`src/rtl/ccso_pkg.sv`:
```
package ccso_pkg;

	// register indices; byte address is four times the index
	localparam logic [15:0] IDX_SLEW = 16'h1c16;
	localparam logic [15:0] IDX_SRC = 16'h1c17;
	localparam logic [15:0] IDX_STAT3 = 16'h1c18;
	localparam logic [15:0] IDX_SERIAL = 16'h1c19;
	localparam logic [15:0] IDX_INFO = 16'h1c1a;

	// field positions and widths
	localparam int SLEW_LSB = 0;
	localparam int SLEW_W = 2;
	localparam int SRC_LSB = 0;
	localparam int SRC_W = 3;
	localparam int OFF_BIT = 2;
	localparam int SPI_LSB = 0;
	localparam int I2C_LSB = 8;
	localparam int DIV_W = 8;
	localparam int INFO_SEL_BIT = 0;
	localparam int INFO_BOOT_BIT = 1;
	localparam int INFO_BYP_BIT = 2;

	// reset values
	localparam logic [15:0] SLEW_RST = 16'h0000;
	localparam logic [15:0] SRC_RST = 16'h0000;
	localparam logic [15:0] STAT3_RST = 16'h0000;
	localparam logic [15:0] SERIAL_RST = 16'h0000;

	// source codes below the generator clocks
	localparam logic [2:0] SRC_REF = 3'h0;
	localparam logic [2:0] SRC_RTC = 3'h1;
	localparam int SRC_GEN0 = 2;

	// timing
	localparam int CLK_PERIOD_NS = 20;
	localparam int SYNC_SETTLE_CYC = 2;
	localparam int BOOT_START_NS = 2000;
	localparam int BOOT_START_CYC = (BOOT_START_NS + CLK_PERIOD_NS - 1) / CLK_PERIOD_NS;

	// assumed boot input frequencies and target serial rates
	localparam int FIN0_HZ = 11289600;
	localparam int FIN1_HZ = 12000000;
	localparam int FIN2_HZ = 12288000;
	localparam int SPI_HZ = 500000;
	localparam int I2C_HZ = 400000;

	typedef enum logic [1:0] {
		ST_SETTLE = 2'b00,
		ST_WAIT = 2'b01,
		ST_BOOT = 2'b10,
		ST_RUN = 2'b11
	} ccso_state_t;

	// rounding up keeps the serial clock at or below its target rate
	function automatic logic [7:0] boot_div(input logic [1:0] fsel, input int rate);
		int f;
		f = (fsel == 2'h0) ? FIN0_HZ : ((fsel == 2'h2) ? FIN2_HZ : FIN1_HZ);
		boot_div = 8'((f + rate - 1) / rate);
	endfunction : boot_div

endpackage : ccso_pkg

```
`src/rtl/ccso_sync.sv`:
```
`timescale 1ns/1ps
module ccso_sync #(
	parameter int W = 1
) (
	// clock, reset and enable
	input wire logic mclk_i,
	input wire logic rst_i,
	input wire logic ce_i,
	// data
	input wire logic [W-1:0] d_i,
	output logic [W-1:0] q_o
);

	logic [W-1:0] meta;

	// meta is read by q_o only
	always_ff @(posedge mclk_i or posedge rst_i)
	begin
		if (rst_i)
		begin
			meta <= '0;
			q_o <= '0;
		end
		else if (ce_i)
		begin
			meta <= d_i;
			q_o <= meta;
		end
	end

endmodule : ccso_sync

```
`src/rtl/ccso_top.sv`:
```
// The Avalon-MM register port was left to the implementer.
`timescale 1ns/1ps
// How it works
// - the debug clock output shows the reference, the RTC clock or one of the clock-generator clocks picked by the source field.
// - software sets the output slew rate through the slew control register at index 0x1c16.
// - the output disable bit in status word three turns the pin off and leaves it high impedance.
// - after reset the pin is driven until boot starts, then boot sets the disable bit to 1.
// - with the select pin high the external input is the reference of the clock generator.
// - with the select pin low the 32 kHz oscillator drives both RTC and generator, external ignored.
// - at boot with the external input selected the PLL is bypassed for an assumed input frequency.
// - boot sets the serial dividers for 500 kHz SPI and 400 kHz I2C from that assumed frequency.
// - with the select pin high the 32 kHz oscillator clocks only the RTC timer.
module ccso_top #(
	parameter int NUM_GEN = 4,
	parameter logic [1:0] BOOT_FREQ_SEL = 2'h1
) (
	// clock, reset, enable
	input wire logic mclk_i,
	input wire logic rst_i,
	input wire logic ce_i,
	// avalon-mm slave, byte addressed
	input wire logic [15:0] avs_address_i,
	input wire logic avs_read_i,
	input wire logic avs_write_i,
	input wire logic [31:0] avs_writedata_i,
	input wire logic [3:0] avs_byteenable_i,
	output logic [31:0] avs_readdata_o,
	output logic avs_waitrequest_o,
	// pins and clock sources
	input wire logic external_reference_input_i,
	input wire logic rtc_osc_i,
	input wire logic clock_select_i,
	input wire logic [NUM_GEN-1:0] gen_clk_i,
	// debug clock output pin
	output logic debug_clock_output_pin_o,
	output logic debug_clock_output_pin_oe_n_o,
	output logic [1:0] debug_clock_output_slew_o,
	// clock generator side
	output logic reference_clock_o,
	output logic rtc_timer_clock_o,
	output logic pll_bypass_o,
	output logic [7:0] spi_clk_div_o,
	output logic [7:0] i2c_clk_div_o
);

	localparam int SW = NUM_GEN + 3;

	logic [SW-1:0] pins_sync;
	logic ext_s;
	logic rtc_s;
	logic sel_s;
	logic [NUM_GEN-1:0] gen_s;

	logic [15:0] output_slew_control_reg;
	logic [15:0] output_source_control_reg;
	logic [15:0] cpu_status_word_three;
	logic [15:0] serial_rate_reg;

	ccso_pkg::ccso_state_t state;
	ccso_pkg::ccso_state_t next_state;
	logic [11:0] cnt;
	logic sel_latched;
	logic boot_done;
	logic ref_sel;

	logic req;
	logic wr_take;
	logic [31:0] next_rdata;
	logic [15:0] next_slew;
	logic [15:0] next_src;
	logic [15:0] next_stat3;
	logic [15:0] next_serial;

	function automatic logic hit(input logic [15:0] addr, input logic [15:0] idx);
		hit = (addr == {idx[13:0], 2'b00});
	endfunction : hit

	function automatic logic [15:0] merge(input logic [15:0] old, input logic [31:0] wd,
		input logic [3:0] be);
		merge = {be[1] ? wd[15:8] : old[15:8], be[0] ? wd[7:0] : old[7:0]};
	endfunction : merge

	function automatic logic pick_src(input logic [2:0] sel, input logic refc,
		input logic rtcc, input logic [NUM_GEN-1:0] gen);
		logic v;
		v = 1'b0;
		if (sel == ccso_pkg::SRC_REF)
			v = refc;
		else if (sel == ccso_pkg::SRC_RTC)
			v = rtcc;
		for (int k = 0; k < NUM_GEN; k++)
		begin
			if (int'(sel) == k + ccso_pkg::SRC_GEN0)
				v = gen[k];
		end
		pick_src = v;
	endfunction : pick_src

	// every pin and foreign clock is sampled through two flops
	ccso_sync #(
		.W(SW)
	) u_sync (
		.mclk_i(mclk_i),
		.rst_i(rst_i),
		.ce_i(ce_i),
		.d_i({gen_clk_i, clock_select_i, rtc_osc_i, external_reference_input_i}),
		.q_o(pins_sync)
	);

	assign ext_s = pins_sync[0];
	assign rtc_s = pins_sync[1];
	assign sel_s = pins_sync[2];
	assign gen_s = pins_sync[SW-1:3];

	// bus handshake: one wait state, then the transfer completes
	assign req = avs_read_i | avs_write_i;
	assign wr_take = avs_write_i & ~avs_waitrequest_o;

	always_ff @(posedge mclk_i or posedge rst_i)
	begin
		if (rst_i)
			avs_waitrequest_o <= 1'b1;
		else if (ce_i)
			avs_waitrequest_o <= ~(req & avs_waitrequest_o);
	end

	always_comb
	begin
		next_rdata = '0;
		if (hit(avs_address_i, ccso_pkg::IDX_SLEW))
			next_rdata[15:0] = output_slew_control_reg;
		else if (hit(avs_address_i, ccso_pkg::IDX_SRC))
			next_rdata[15:0] = output_source_control_reg;
		else if (hit(avs_address_i, ccso_pkg::IDX_STAT3))
			next_rdata[15:0] = cpu_status_word_three;
		else if (hit(avs_address_i, ccso_pkg::IDX_SERIAL))
			next_rdata[15:0] = serial_rate_reg;
		else if (hit(avs_address_i, ccso_pkg::IDX_INFO))
		begin
			next_rdata[ccso_pkg::INFO_SEL_BIT] = sel_latched;
			next_rdata[ccso_pkg::INFO_BOOT_BIT] = boot_done;
			next_rdata[ccso_pkg::INFO_BYP_BIT] = pll_bypass_o;
		end
	end

	// read data is prepared in the wait cycle and stands at completion
	always_ff @(posedge mclk_i or posedge rst_i)
	begin
		if (rst_i)
			avs_readdata_o <= '0;
		else if (ce_i && avs_read_i && avs_waitrequest_o)
			avs_readdata_o <= next_rdata;
	end

	// register writes
	always_comb
	begin
		next_slew = output_slew_control_reg;
		next_src = output_source_control_reg;
		next_stat3 = cpu_status_word_three;
		next_serial = serial_rate_reg;
		if (wr_take && hit(avs_address_i, ccso_pkg::IDX_SLEW))
			next_slew = merge(output_slew_control_reg, avs_writedata_i, avs_byteenable_i);
		if (wr_take && hit(avs_address_i, ccso_pkg::IDX_SRC))
			next_src = merge(output_source_control_reg, avs_writedata_i, avs_byteenable_i);
		if (wr_take && hit(avs_address_i, ccso_pkg::IDX_STAT3))
			next_stat3 = merge(cpu_status_word_three, avs_writedata_i, avs_byteenable_i);
		if (wr_take && hit(avs_address_i, ccso_pkg::IDX_SERIAL))
			next_serial = merge(serial_rate_reg, avs_writedata_i, avs_byteenable_i);
		// the boot step wins over a software write in the same cycle
		if (state == ccso_pkg::ST_BOOT)
		begin
			next_stat3[ccso_pkg::OFF_BIT] = 1'b1;
			if (sel_latched)
			begin
				next_serial[ccso_pkg::SPI_LSB +: ccso_pkg::DIV_W] =
					ccso_pkg::boot_div(BOOT_FREQ_SEL, ccso_pkg::SPI_HZ);
				next_serial[ccso_pkg::I2C_LSB +: ccso_pkg::DIV_W] =
					ccso_pkg::boot_div(BOOT_FREQ_SEL, ccso_pkg::I2C_HZ);
			end
		end
	end

	always_ff @(posedge mclk_i or posedge rst_i)
	begin
		if (rst_i)
		begin
			output_slew_control_reg <= ccso_pkg::SLEW_RST;
			output_source_control_reg <= ccso_pkg::SRC_RST;
			cpu_status_word_three <= ccso_pkg::STAT3_RST;
			serial_rate_reg <= ccso_pkg::SERIAL_RST;
		end
		else if (ce_i)
		begin
			output_slew_control_reg <= next_slew;
			output_source_control_reg <= next_src;
			cpu_status_word_three <= next_stat3;
			serial_rate_reg <= next_serial;
		end
	end

	assign debug_clock_output_slew_o =
		output_slew_control_reg[ccso_pkg::SLEW_LSB +: ccso_pkg::SLEW_W];
	assign spi_clk_div_o = serial_rate_reg[ccso_pkg::SPI_LSB +: ccso_pkg::DIV_W];
	assign i2c_clk_div_o = serial_rate_reg[ccso_pkg::I2C_LSB +: ccso_pkg::DIV_W];

	// startup sequence: settle synchroniser, catch the strap, wait, boot step
	always_comb
	begin
		next_state = state;
		unique case (state)
			ccso_pkg::ST_SETTLE:
				if (cnt == 12'(ccso_pkg::SYNC_SETTLE_CYC - 1))
					next_state = ccso_pkg::ST_WAIT;
			ccso_pkg::ST_WAIT:
				if (cnt == 12'(ccso_pkg::BOOT_START_CYC - 1))
					next_state = ccso_pkg::ST_BOOT;
			ccso_pkg::ST_BOOT:
				next_state = ccso_pkg::ST_RUN;
			ccso_pkg::ST_RUN:
				next_state = ccso_pkg::ST_RUN;
		endcase
	end

	always_ff @(posedge mclk_i or posedge rst_i)
	begin
		if (rst_i)
		begin
			state <= ccso_pkg::ST_SETTLE;
			cnt <= '0;
		end
		else if (ce_i)
		begin
			state <= next_state;
			if (next_state != state)
				cnt <= '0;
			else if (state != ccso_pkg::ST_RUN)
				cnt <= cnt + 12'h001;
		end
	end

	// strap caught once; later pin changes are not followed
	always_ff @(posedge mclk_i or posedge rst_i)
	begin
		if (rst_i)
			sel_latched <= 1'b0;
		// taken on the first wait cycle, once the second sync flop holds the pin
		else if (ce_i && state == ccso_pkg::ST_WAIT && cnt == 12'h000)
			sel_latched <= sel_s;
	end

	always_ff @(posedge mclk_i or posedge rst_i)
	begin
		if (rst_i)
		begin
			boot_done <= 1'b0;
			pll_bypass_o <= 1'b0;
		end
		else if (ce_i && state == ccso_pkg::ST_BOOT)
		begin
			boot_done <= 1'b1;
			pll_bypass_o <= sel_latched;
		end
	end

	// reference mux; no glitch protection since the select never moves after startup
	always_ff @(posedge mclk_i or posedge rst_i)
	begin
		if (rst_i)
		begin
			ref_sel <= 1'b0;
			reference_clock_o <= 1'b0;
			rtc_timer_clock_o <= 1'b0;
		end
		else if (ce_i)
		begin
			ref_sel <= sel_latched ? ext_s : rtc_s;
			reference_clock_o <= ref_sel;
			rtc_timer_clock_o <= rtc_s;
		end
	end

	// debug pin: source pick and drive enable
	always_ff @(posedge mclk_i or posedge rst_i)
	begin
		if (rst_i)
		begin
			debug_clock_output_pin_o <= 1'b0;
			debug_clock_output_pin_oe_n_o <= 1'b0;
		end
		else if (ce_i)
		begin
			debug_clock_output_pin_o <= pick_src(
				output_source_control_reg[ccso_pkg::SRC_LSB +: ccso_pkg::SRC_W],
				ref_sel, rtc_s, gen_s);
			debug_clock_output_pin_oe_n_o <= cpu_status_word_three[ccso_pkg::OFF_BIT];
		end
	end

endmodule : ccso_top

```
`config.mk`:
```
export PLATFORM = sky130hd
export DESIGN_NAME = ccso_top
export DESIGN_NICKNAME = d
export VERILOG_FILES = /design/src/rtl/ccso_pkg.sv /design/src/rtl/ccso_sync.sv /design/src/rtl/ccso_top.sv
export SDC_FILE = /design/constraint.sdc
export NUM_CORES = 1
export LEC_CHECK = 0
export BUFFER_PORTS_ARGS = -buffer_cell sky130_fd_sc_hd__buf_2
export CAP_MARGIN = 5
export CORE_MARGIN = 2
export CORE_UTILIZATION = 35
export CTS_BUF_LIST = sky130_fd_sc_hd__clkbuf_16
export CTS_CLUSTER_SIZE = 30
export DETAILED_ROUTE_END_ITERATION = 12
export HOLD_SLACK_MARGIN = 0.1
export PLACE_DENSITY = 0.62
export SLEW_MARGIN = 15
export SYNTH_ARGS = -nofsm -noshare
export SYNTH_HDL_FRONTEND = slang
export SYNTH_SLANG_ARGS = --single-unit
```
`constraint.sdc`:
```
create_clock -name mclk_i -period 3.2 [get_ports mclk_i]
set_clock_uncertainty 0.15 [all_clocks]
set_input_delay 0.16 -clock mclk_i [delete_from_list [all_inputs] [get_ports mclk_i]]
set_output_delay 0.16 -clock mclk_i [all_outputs]
set_load 0.005 [all_outputs]
```
# Word level (Yosys, flattened, before mapping)
# Cells that the tools add are included.
# Widths: inputs -> output; s select.
[classes]
reduce_logical = 24
n_shift = 0
mux = 26
n_mul = 0
eq_ne = 17
n_lt_le_gt_ge = 0
bitwise = 5
div_mod_pow = 0
n_addsub = 1
[ops]
columns = ["operator", "n"]
rows = [
  ["$mux 16", 6],
  ["$eq 16x15->1 const B", 5],
  ["$mux 12", 2],
  ["$reduce_and 3->1", 7],
  ["$mux 8", 2],
  ["$mux 13", 1],
  ["$add 12x1->12 const B", 1],
  ["$eq 12x1->1 const B", 1],
  ["$eq 12x7->1 const B", 1],
  ["$eq 3x3->1 const B", 4],
  ["$logic_not 12->1", 1],
  ["$mux 3", 4],
  ["$logic_and 1x1->1", 9],
  ["$mux 1", 8],
  ["$pmux 2 s3", 1],
  ["$reduce_bool 2->1", 3],
  ["$eq 2x2->1 const B", 2],
  ["$mux 2", 2],
  ["$eq 3x1->1 const B", 1],
  ["$logic_not 3->1", 1],
  ["$and 1x1->1", 2],
  ["$eq 2x1->1 const B", 1],
  ["$logic_not 2->1", 1],
  ["$ne 2x2->1", 1],
  ["other kinds (5)", 6],
]
[word_totals]
ram_bits = 0
ff_bits = 117
output_inout_bits = 56
mem_count = 0
in_bits = 64
latch_bits = 0
elab_cells = 95
romBits = 0

# Depth between registers and ports, before layout
# Gate-level depths: netlist of run 1.
[logic_depth]
ltp_word = 7
ltp_mapped = 7
depth_no_buf = 6

# By module
# Synthesis of run 1 repeated with hierarchy kept, for this count alone.
[unflattened]
cells_unflattened = 478
area_unflattened_um2 = 5703.0
[by_module_without_submodules]
columns = ["module", "cells_each", "seq_area_each_um2", "n_inst", "area_each_um2"]
rows = [
  ["ccso_top", 448, 2578.7, 1, 5180.0],
  ["ccso_sync", 30, 350.3, 1, 523.0],
]

# Worst setup path after synthesis of run 1
# Ideal clock, no wire load.
[synth_timing]
kind = "in2reg"
from = "in avs_address_i[1]"
to = "reg output_source_control_reg[0]"
t_arrival_ns = 1.591
n_path_buf = 2
setup_slack_ns = 1.334
setup_ns = 0.125
t_required_ns = 2.925
stages = 6
cell_sequence = "nor4_4 > and4_1 > buf_4 > and3_4 > buf_12 > mux2_4"
[synth_via]
elab_chain_len = 3
[synth_rtl]
columns = ["element", "line", "text"]
rows = [
  ["start: declaration", "ccso_top.sv:22", "input wire logic [15:0] avs_address_i,"],
  ["$eq 16x15->1", "ccso_top.sv:75", "hit = (addr == {idx[13:0], 2'b00});"],
  ["$logic_and 1x1->1", "ccso_top.sv:164", "if (wr_take && hit(avs_address_i, ccso_pkg::IDX_SRC))"],
  ["$reduce_and 3->1 (no line)", "--", ""],
  ["end signal: assignment", "ccso_top.sv:189", "output_source_control_reg <= ccso_pkg::SRC_RST;"],
  ["end signal: assignment", "ccso_top.sv:196", "output_source_control_reg <= next_src;"],
  ["end: declaration", "ccso_top.sv:55", "logic [15:0] output_source_control_reg;"],
]
# Every way passes these cells.
# A chain may end at the register's enable or synchronous reset.

# Final worst setup path of run 1
[layout_timing]
from = "reg state[1]"
to = "reg serial_rate_reg[3]"
[layout_via]
elab_chain_len = 2
[layout_rtl]
columns = ["element", "line", "text"]
rows = [
  ["start: declaration", "ccso_top.sv:59", "ccso_pkg::ccso_state_t state;"],
  ["start signal: assignment", "ccso_top.sv:229", "state <= ccso_pkg::ST_SETTLE;"],
  ["start signal: assignment", "ccso_top.sv:234", "state <= next_state;"],
  ["$eq 2x2->1", "ccso_top.sv:171", "if (state == ccso_pkg::ST_BOOT)"],
  ["$mux 16", "ccso_top.sv:171", ""],
  ["end signal: assignment", "ccso_top.sv:191", "serial_rate_reg <= ccso_pkg::SERIAL_RST;"],
  ["end signal: assignment", "ccso_top.sv:198", "serial_rate_reg <= next_serial;"],
  ["end: declaration", "ccso_top.sv:57", "logic [15:0] serial_rate_reg;"],
]
# Every way passes these cells.

==> results of run 1 <==
[worst min path at each step]
| stage | cells after the start | end |
|---|---|---|
| floorplan | 1 | serial_rate_reg[10] |
| global placement | 2 | cpu_status_word_three[8] |
| detailed placement | 2 | cnt[11] |
| CTS | 5 | avs_readdata_o[8] |
| global route | 3 | serial_rate_reg[10] |
| finish | 5 | avs_readdata_o[8] |
[layout by cell type (no fill, tap or decap), drive strengths merged, types with 15 or more instances in the layout]
cell,synthesis,routed
inv,9,15
dfrtp,116,116
conb,1,16
a22oi,17,17
mux2,78,78
nand2b,36,36
buf,31,92
dlygate4sd3,0,31
o41ai,17,17
clkbuf,12,17
a21oi,22,22
nor2,16,16
[cell type report]
class                           count  area (um^2)
Clock buffer                       17        425.4
Clock inverter                     13        82.58
Fill cell                        1561         9293
Inverter                            9        37.54
Multi-Input combinational cell    322         2681
Sequential cell                   117         2929
Tap cell                          220        275.3
Timing Repair Buffer              123        800.8
[cell families after synthesis]
| family | synth area share |
|---|---|
| AO/OA/AOI/OAI | 0.1208 |
| multiplexers | 0.1752 |
| buffers and inverters | 0.05593 |
| other | 0.0006374 |
| XOR/XNOR | 0.008934 |
| AND/OR/NAND/NOR | 0.1342 |
| flip-flops | 0.4979 |
| adder cells (fa/ha/maj) | 0.006381 |
[Yosys cell counts, types with 4 or more instances]
cell type and count:
dfrtp_1 116, a22o_1 10, o21ai_0 6, and4_1 5, nand2_1 8, o22a_1 4
a22oi_1 17, and3_1 5, mux2_2 62, nand3_1 6, nor2b_1 5, nor2_1 14
inv_1 9, a21oi_1 22, o41ai_1 17, nor4_4 4, nand4_1 6, o2bb2ai_1 4
clkbuf_1 10, buf_2 4, nand2b_1 36, buf_4 21, mux2_4 16, mux2i_1 7
nor4_1 4
[through the flow]
| step | hold slack, ns | setup slack, ns |
|---|---|---|
| detailed placement | 0.2306 | 0.8003 |
| global placement | 0.2162 | 0.9087 |
| CTS | 0.1261 | 0.7981 |
| floorplan | 0.1360 | 1.334 |
| finish | 0.1539 | 0.6935 |
| global route | 0.1536 | 0.6273 |
[power groups by stage]
stage | clock network (uW) | registers, uW | logic (uW)
4_1_cts | 1680 | 1740 | 554
5_1_grt | 1770 | 1760 | 613
6_report | 1640 | 1740 | 549
3_5_place_dp | 0 | 1770 | 519
3_3_place_gp | 0 | 1760 | 505
2_1_floorplan | 0 | 1730 | 359
[per-layer routing]
metal | GRT usage | share of wire | vias up
li1 | - | - | 1977
met1 | 0.2047 | 0.43 | 2164
met2 | 0.2881 | 0.51 | 111
met5 | 0 | 0 | -
met4 | 0.06915 | 0.013 | 0
met3 | 0.04718 | 0.048 | 16
[critical path, stage by stage, from the launching register on]
cell and delay, ns:
dfrtp_1 0.45, nor2b_1 0.21, a2111oi_0 0.82, and4_1 0.57, a22oi_1 0.13
[repair_timing]
item                      4_1_cts  5_1_grt
hold endpoints to repair      112        0
hold buffers                   31        0
gates resized for setup         0        0
==> impl_metrics.ini, run 1 <==
[status]
status = completed

[global_route]
grt_max_degree = 62
track_usage = 0.1701
grt-ovfl-total = 0
grt_pass1_wl_mm = 23.54
grt_antenna_before_repair = 0
grt_pass1_vias = 4464

[floorplan]
chipWidth_um = 133.7
io_pins = 120
num_rows = 47
dieArea_um2 = 17860
start_util = 0.3560
core_region_area_um2 = 16520
die_h_um = 133.7

[clock_tree]
clkSlewWorstSetupHoldPaths_ns = 0.05
cts_buffer_depth = 2
cts_setup_buffers = 0
cts-root-buf = clkbuf_16
numCtsBuffers = 17
cts_tree = yes
htree_num_levels = 4
cts_sinks = 117
clk_latency_ns = 0.40

[synth]
ys.flop_type = dfrtp_1
synth_edf_count = 0
synth.area.top_cells = dfrtp_1, mux2_2, mux2_4
async_flop_share = 1.000
synth_top_cell_area_share = 0.4934
yosysSeqAreaShare = 0.4979
synth_area_per_cell_um2 = 12.36
synth_cell_type_count = 60
ys_ff_latch = 117
yosysTopAreaCell = dfrtp_1
syn_inst = 476
syn_area_um2 = 5883
yosys_warnings = 0

[pwr]
power.switching_uw = 1018
powerDensity_nw_per_um2 = 543.8
ir_drop_mv = 0.3683
intPower_uw = 2915
clockPowerShare = 0.417
p_leak_uw = 0.003400
seqPwrFrac = 0.443
comb_power_share = 0.140
totalPowerFinal_uw = 3933
swShare = 0.2589

[drt]
drc = 0
ant_nets = 0
drtPass1Iterations = 4
drt_iter0_drc = 230
wl_mm = 14.51
routedWlPerCell_um = 17.68
avgViaCountPerCell = 5.199
num_vias = 4268

[timing]
period_share = 0.7833
max_freq_mhz = 399.0
slew_headroom = 0.2992
hold_viol_final = 0
rsz0062_at_grt = false
drv_slew = 0
fin_crit_ns = 2.506
setup_viol = 0
tightestPinTransition_ns = 1.038
fin_setup_tns_ns = 0

[worst_setup_path]
timing.rr.end = serial_rate_reg[3]
crit_type = register to register
crit_path_end_kind = register
worstPathArrival_ns = 2.59
crit_fanout = 8
cp-start-kind = register
r2r_setup_slack_ns = 0.69
required_ns = 3.29
worstRegToRegCells = 4
reg2reg_from = state[1]
crit_path_end = serial_rate_reg[3]
cp-startpoint = state[1]

[placed_design]
globalplace.congestion = 0.8142
portBuffers = 85
placed_area_um2 = 6414
place_hpwl_mm = 9.799
dp.cells = 760

[worst_hold_path]
min_path_type = input port to register
worstHoldStart = avs_address_i[8]

[cells_and_area]
finish.utilization = 0.4376
nets = 657
syn2layout_area_growth_pct = 22.93
finalNonFillerCells = 821
diodes = 0
design_area_um2 = 7232
drive_gt1_frac = 0.3461

[flow_run]
maxCapViolCount = 0
No activity file was read; power rests on OpenSTA's default activity.
==> run 2: changes to the inputs <==
--- a/config.mk
+++ b/config.mk
@@ -5,6 +5,7 @@
 export SDC_FILE = /design/constraint.sdc
 export NUM_CORES = 1
 export LEC_CHECK = 0
+export ABC_AREA = 1
 export BUFFER_PORTS_ARGS = -buffer_cell sky130_fd_sc_hd__buf_2
 export CAP_MARGIN = 5
 export CORE_MARGIN = 2
==> constraint.sdc (replaced) <==
create_clock -name mclk_i -period 2.1 [get_ports mclk_i]
set_clock_uncertainty 0.15 [all_clocks]
set_input_delay 0.105 -clock mclk_i [delete_from_list [all_inputs] [get_ports mclk_i]]
set_output_delay 0.105 -clock mclk_i [all_outputs]
set_load 0.005 [all_outputs]
==> run 2 against run 1 <==
  * Final cell count up 38%
  * Global-route usage up 1.3 points
  * Routed wire length up 11%
  * Sequential share of layout area down 2.5 points
  * Power up 50%
  * Final area up 6.6%
  * Via count up 26%
  * Largest cell class unchanged
  * Count of clock-buffer cells in the layout unchanged
  * Register-to-register slack worse by 0.43 ns
==> impl_metrics.ini, run 2 <==
[status]
status = completed

[placed_design]
dp.cells = 1073
portBuffers = 85
place_hpwl_mm = 11.16
globalplace.congestion = 0.8462

[floorplan]
dieArea_um2 = 18680
io_pins = 120
start_util = 0.3575
chipWidth_um = 136.7
num_rows = 48
core_region_area_um2 = 17240
die_h_um = 136.7

[worst_setup_path]
critical-path-top-delay-family = buffers and inverters
cp-startpoint = avs_address_i[2]
critical_path.cell_chain = dlygate4sd3_1 -> buf_2 -> inv_2 -> nand2_1 -> dlygate4sd3_1 -> nor2_2 -> nand3_4 -> nand2_1 -> o21ai_1
worstPathArrival_ns = 2.03
crit_slowest_cell = dlygate4sd3_1
reg2reg_from = cnt[10]
cp-start-kind = input port
crit_type = input port to register
crit_path_max_incr_delay_ns = 0.56
path_buf_inv = 4
crit_fanout = 8
required_ns = 2.23
crit_path_end_kind = register
r2r_setup_slack_ns = 0.26

[clock_tree]
clk_latency_ns = 0.41
numCtsBuffers = 17
htree_num_levels = 4
cts_sinks = 117
cts_buffer_depth = 2
cts-root-buf = clkbuf_16
clkSlewWorstSetupHoldPaths_ns = 0.06
cts_tree = yes

[global_route]
grt-ovfl-total = 0
grt_antenna_before_repair = 0
grt_max_degree = 64
track_usage = 0.1832
grt_pass1_wl_mm = 26.48
grt_pass1_vias = 5257

[timing]
period_share = 0.9041
hold_viol_final = 0
fin_crit_ns = 1.899
drv_slew = 0
rsz0062_at_grt = false
max_freq_mhz = 526.7
fin_setup_tns_ns = 0
setup_viol = 0

[synth]
syn_area_um2 = 6162
syn_inst = 773
async_flop_share = 1.000
synth_cell_type_count = 42
synth_edf_count = 0
yosys_warnings = 0
synth_common_cells = nand2_1, dfrtp_1, inv_1, nand3_1, nor2_1
ys_ff_latch = 117
yosysTopAreaCell = dfrtp_1
ys.flop_type = dfrtp_1
synth_most_common_cell = nand2_1
synth.area.top_cells = dfrtp_1, nand2_1, nand3_1
synth_top_cell_area_share = 0.4711
synth_area_per_cell_um2 = 7.972
yosysSeqAreaShare = 0.4753

[cells_and_area]
syn2layout_area_growth_pct = 25.10
nets = 966
finalNonFillerCells = 1137
layout_common_cells = nand2_1, dfrtp_1, buf_2
fillers = 1747
final_common_cell = nand2_1
drive_gt1_frac = 0.2215
diodes = 0

[drt]
routedWlPerCell_um = 14.15
drc = 0
drtPass1Iterations = 7
ant_nets = 0
drt_iter0_drc = 345
avgViaCountPerCell = 4.719
wl_mm = 16.09
num_vias = 5365

[flow_run]
maxCapViolCount = 0

[pwr]
ir_drop_mv = 0.5895
powerDensity_nw_per_um2 = 766.7
p_leak_uw = 0.003907

[worst_hold_path]
min_path_type = input port to async pin
==> run 2: power breakdown <==
part	leakage [uW]	internal [uW]	switching, uW	total [uW]
logic	0.00209	252	389	641
registers	0.00154	2380	110	2490
clock network	0.000273	1730	1060	2780
total	0.00391	4350	1560	5910
==> run 2: tightest hold or removal path, cell delays in order <==
cell	delay, ns
dlygate4sd3_1	0.54
buf_2	0.13
clkinvlp_4	0.29
==> run 2: worst paths after layout <==
| kind | endpoint | cells after the start |
|---|---|---|
| worst min register to register | u_sync.q_o[5] | 2 |
| worst max-delay path | cpu_status_word_three[0] | 9 |
| max in group asynchronous | avs_readdata_o[2] | 4 |
| worst max register to register | cnt[1] | 8 |
| min in group mclk_i | cpu_status_word_three[2] | 8 |
| worst min-delay path | cnt[6] | 3 |
==> run 2: per-layer routing <==
metal  up-vias  track usage  wire length, um
li1       2703            -                -
met1      2510       0.2480             7610
met2       132       0.2917             7408
met3        20      0.03630              783
met4         0      0.06539              290
met5         -            0                0
==> run 2: final cells by class <==
class                           count  area, um^2  area share
Multi-Input combinational cell    547        2719      0.3527
Tap cell                          225       281.5     0.03652
Clock buffer                       17       425.4     0.05519
Sequential cell                   117        2929      0.3800
Clock inverter                     15       141.4     0.01834
Timing Repair Buffer              134       898.4      0.1165
Inverter                           82       314.1     0.04074
==> run 2: stage by stage <==
stage          instance area, um^2  utilization  setup WS [ns]  total power (uW)  hold slack [ns]
3_3_place_gp                  6812       0.3952         0.3221              3106         -0.02735
2_1_floorplan                 6222            -         0.4184              2885          0.07160
5_1_grt                       7709       0.4472        0.03758              6167           0.1460
4_1_cts                       7699       0.4466         0.1017              5951           0.1127
6_report                      7709       0.4472         0.2014              5911          0.09747
3_5_place_dp                  6812       0.3952         0.2889              3120         -0.02053
==> run 2: logic make-up (layout without fill, tap and decap cells) <==
group / after synthesis / after routing / synth area share
flops: 117 / 117 / 0.4753
simple gates: 425 / 425 / 0.3170
compound gates: 96 / 96 / 0.09686
fa+ha+maj: 3 / 3 / 0.006092
buf+inv: 124 / 248 / 0.09422
xor+xnor: 7 / 7 / 0.009949
other cells: 1 / 16 / 0.0006086
==> run 2: timing repair <==
action                                  4_1_cts  5_1_grt
hold endpoints to repair                    191        0
endpoints found under the setup margin        0        8
gates resized for setup                       0        2
buffers inserted                              0        0
hold buffers                                 32        0
==> run 3: changes to the inputs <==
--- a/config.mk
+++ b/config.mk
@@ -8,11 +8,12 @@
 export ABC_AREA = 1
 export BUFFER_PORTS_ARGS = -buffer_cell sky130_fd_sc_hd__buf_2
 export CAP_MARGIN = 5
+export CORE_ASPECT_RATIO = 0.8
 export CORE_MARGIN = 2
 export CORE_UTILIZATION = 35
-export CTS_BUF_LIST = sky130_fd_sc_hd__clkbuf_16
 export CTS_CLUSTER_SIZE = 30
 export DETAILED_ROUTE_END_ITERATION = 12
+export GPL_TIMING_DRIVEN = 1
 export HOLD_SLACK_MARGIN = 0.1
 export PLACE_DENSITY = 0.62
 export SLEW_MARGIN = 15
==> run 3 against run 2 <==
  * Sequential power hardly changed
  * Non-clock buffer count is 13 higher
  * Clock power rose by 8.3%
  * Power is 4.2% higher
  * Die area barely moved
  * Via count is 0.26% higher
  * Largest power group unchanged
  * Core utilization increased by 0.88 points
  * Count of clock-buffer cells in the layout is 2 higher
  * Routed wire length grew 0.40%
  * Final area grew 2.2%
  * Critical endpoint unchanged
  * Global-route usage grew 0.23 points
  * First-iteration DRC count up 3.8%
==> impl_metrics.ini, run 3 (synthesis gave the netlist of run 2 again) <==
[clock_tree]
clkSlewWorstSetupHoldPaths_ns = 0.06
cts_buffer_depth = 2
cts_tree = yes
cts_sinks = 117
htree_num_levels = 4
numCtsBuffers = 17
cts-root-buf = clkbuf_16
clk_latency_ns = 0.41
cts_setup_buffers = 0

[timing]
setup_viol = 0
whs_ns = 0.1362
fin_crit_ns = 2.014
fin_setup_tns_ns = 0
hold_viol_final = 0
period_share = 0.9591
tightestPinTransition_ns = 0.6273
slew_headroom = 0.5809
rsz0062_at_grt = false
drv_slew = 0
max_freq_mhz = 496.5

[global_route]
grt-ovfl-total = 0
grt_max_degree = 29
grt_pass1_vias = 5300
grt_pass1_wl_mm = 27.30
grt_antenna_before_repair = 0
track_usage = 0.1855

[cells_and_area]
drive_gt1_frac = 0.2202
syn2layout_area_growth_pct = 27.82
regArea_um2 = 2929
nets = 979
diodes = 0
fillers = 1716
final_common_cell = nand2_1
design_area_um2 = 7876
multi_input_area_um2 = 2716
layout_common_cells = nand2_1, dfrtp_1, buf_2

[placed_design]
place_hpwl_mm = 11.34
placed_area_um2 = 6847
portBuffers = 85
globalplace.congestion = 0.9034

[drt]
routedWlPerCell_um = 14.09
drtPass1Iterations = 6
num_vias = 5379
ant_nets = 0
drt_iter0_drc = 358
drc = 0
wl_mm = 16.16
avgViaCountPerCell = 4.690

[floorplan]
die_h_um = 122.7
dieArea_um2 = 18690
num_rows = 43
core_region_area_um2 = 17270
start_util = 0.3568
io_pins = 120
chipWidth_um = 152.4

[worst_setup_path]
required_ns = 2.24
worstPathArrival_ns = 2.15
cp-start-kind = input port
crit_type = input port to register
crit_fanout = 8
crit_path_end_kind = register

[pwr]
powerDensity_nw_per_um2 = 782.2
ir_drop_mv = 0.5414
p_leak_uw = 0.003984

[worst_hold_path]
min_path_type = input port to register

[flow_run]
maxCapViolCount = 0

[status]
status = completed
-- run 3: changes by cell type in the layout (fill, tap and decap cells not counted), sizes merged --
| cell | before | now |
|---|---|---|
| buf | 102 | 104 |
| dlygate4sd3 | 32 | 43 |
| clkbuf | 17 | 19 |
| inv | 84 | 82 |
| clkinvlp | 5 | 2 |
| bufinv | 2 | 4 |
| clkinv | 6 | 4 |
-- run 3: critical path, cell delays in order --
cell and delay, ns:
dlygate4sd3_1 0.53, buf_2 0.15, nor2_4 0.13, dlygate4sd3_1 0.56
nand2_1 0.05, nor2_1 0.25, nand3_4 0.20, nand2_1 0.10
o21ai_1 0.07
-- run 3: power by group --
part           total (uW)  leakage, uW  switching (uW)  internal [uW]
logic                 666      0.00214             396            270
registers            2480      0.00154             103           2380
clock network        3010     0.000295            1030           1990
total                6160      0.00398            1530           4640
-- run 3: area by class of cell --
type | instances | share of cell area
tap | 225 | 0.03574
clock inverter | 10 | 0.01986
clock buffer | 19 | 0.05624
timing repair buffer | 147 | 0.1315
sequential | 117 | 0.3719
multi-input combinational | 547 | 0.3449
inverter | 82 | 0.03987
-- run 3: path summary, 6_finish.rpt --
check,from,to,slack [ns],cells after the start
min in group asynchronous,rst_i,avs_readdata_o[8],0.17,3
worst min register to register,u_sync.meta[2],u_sync.meta[2],0.32,2
worst min-delay path,avs_address_i[6],cpu_status_word_three[2],0.14,8
worst max register to register,cnt[10],cnt[4],0.22,8
worst max-delay path,avs_address_i[0],cpu_status_word_three[0],0.09,9
max in group asynchronous,rst_i,avs_waitrequest_o,1.03,4
-- run 3: timing repair --
item / CTS / global route
hold buffers: 43 / 0
resized for setup: 0 / 1
setup endpoints to repair: 0 / 6
hold endpoints to repair: 198 / 0
-- run 3: per-layer routing --
layer | share of wire | vias up | global-route usage
li1 | - | 2721 | -
met1 | 0.49 | 2492 | 0.2551
met2 | 0.44 | 148 | 0.2973
met3 | 0.061 | 18 | 0.04273
met4 | 0.014 | 0 | 0.04965
met5 | 0 | - | 0
-- run 3: metrics by stage --
| step | total power (uW) | utilization | std cells | setup slack, ns |
|---|---|---|---|---|
| global placement | 3111 | 0.3964 | 1076 | 0.3224 |
| CTS | 6207 | 0.4561 | 1148 | 0.06704 |
| finish | 6160 | 0.4561 | 1147 | 0.08587 |
| floorplan | 2885 | - | 788 | 0.4184 |
| global route | 6438 | 0.4561 | 1147 | 0.004446 |
| detailed placement | 3124 | 0.3964 | 1076 | 0.2849 |
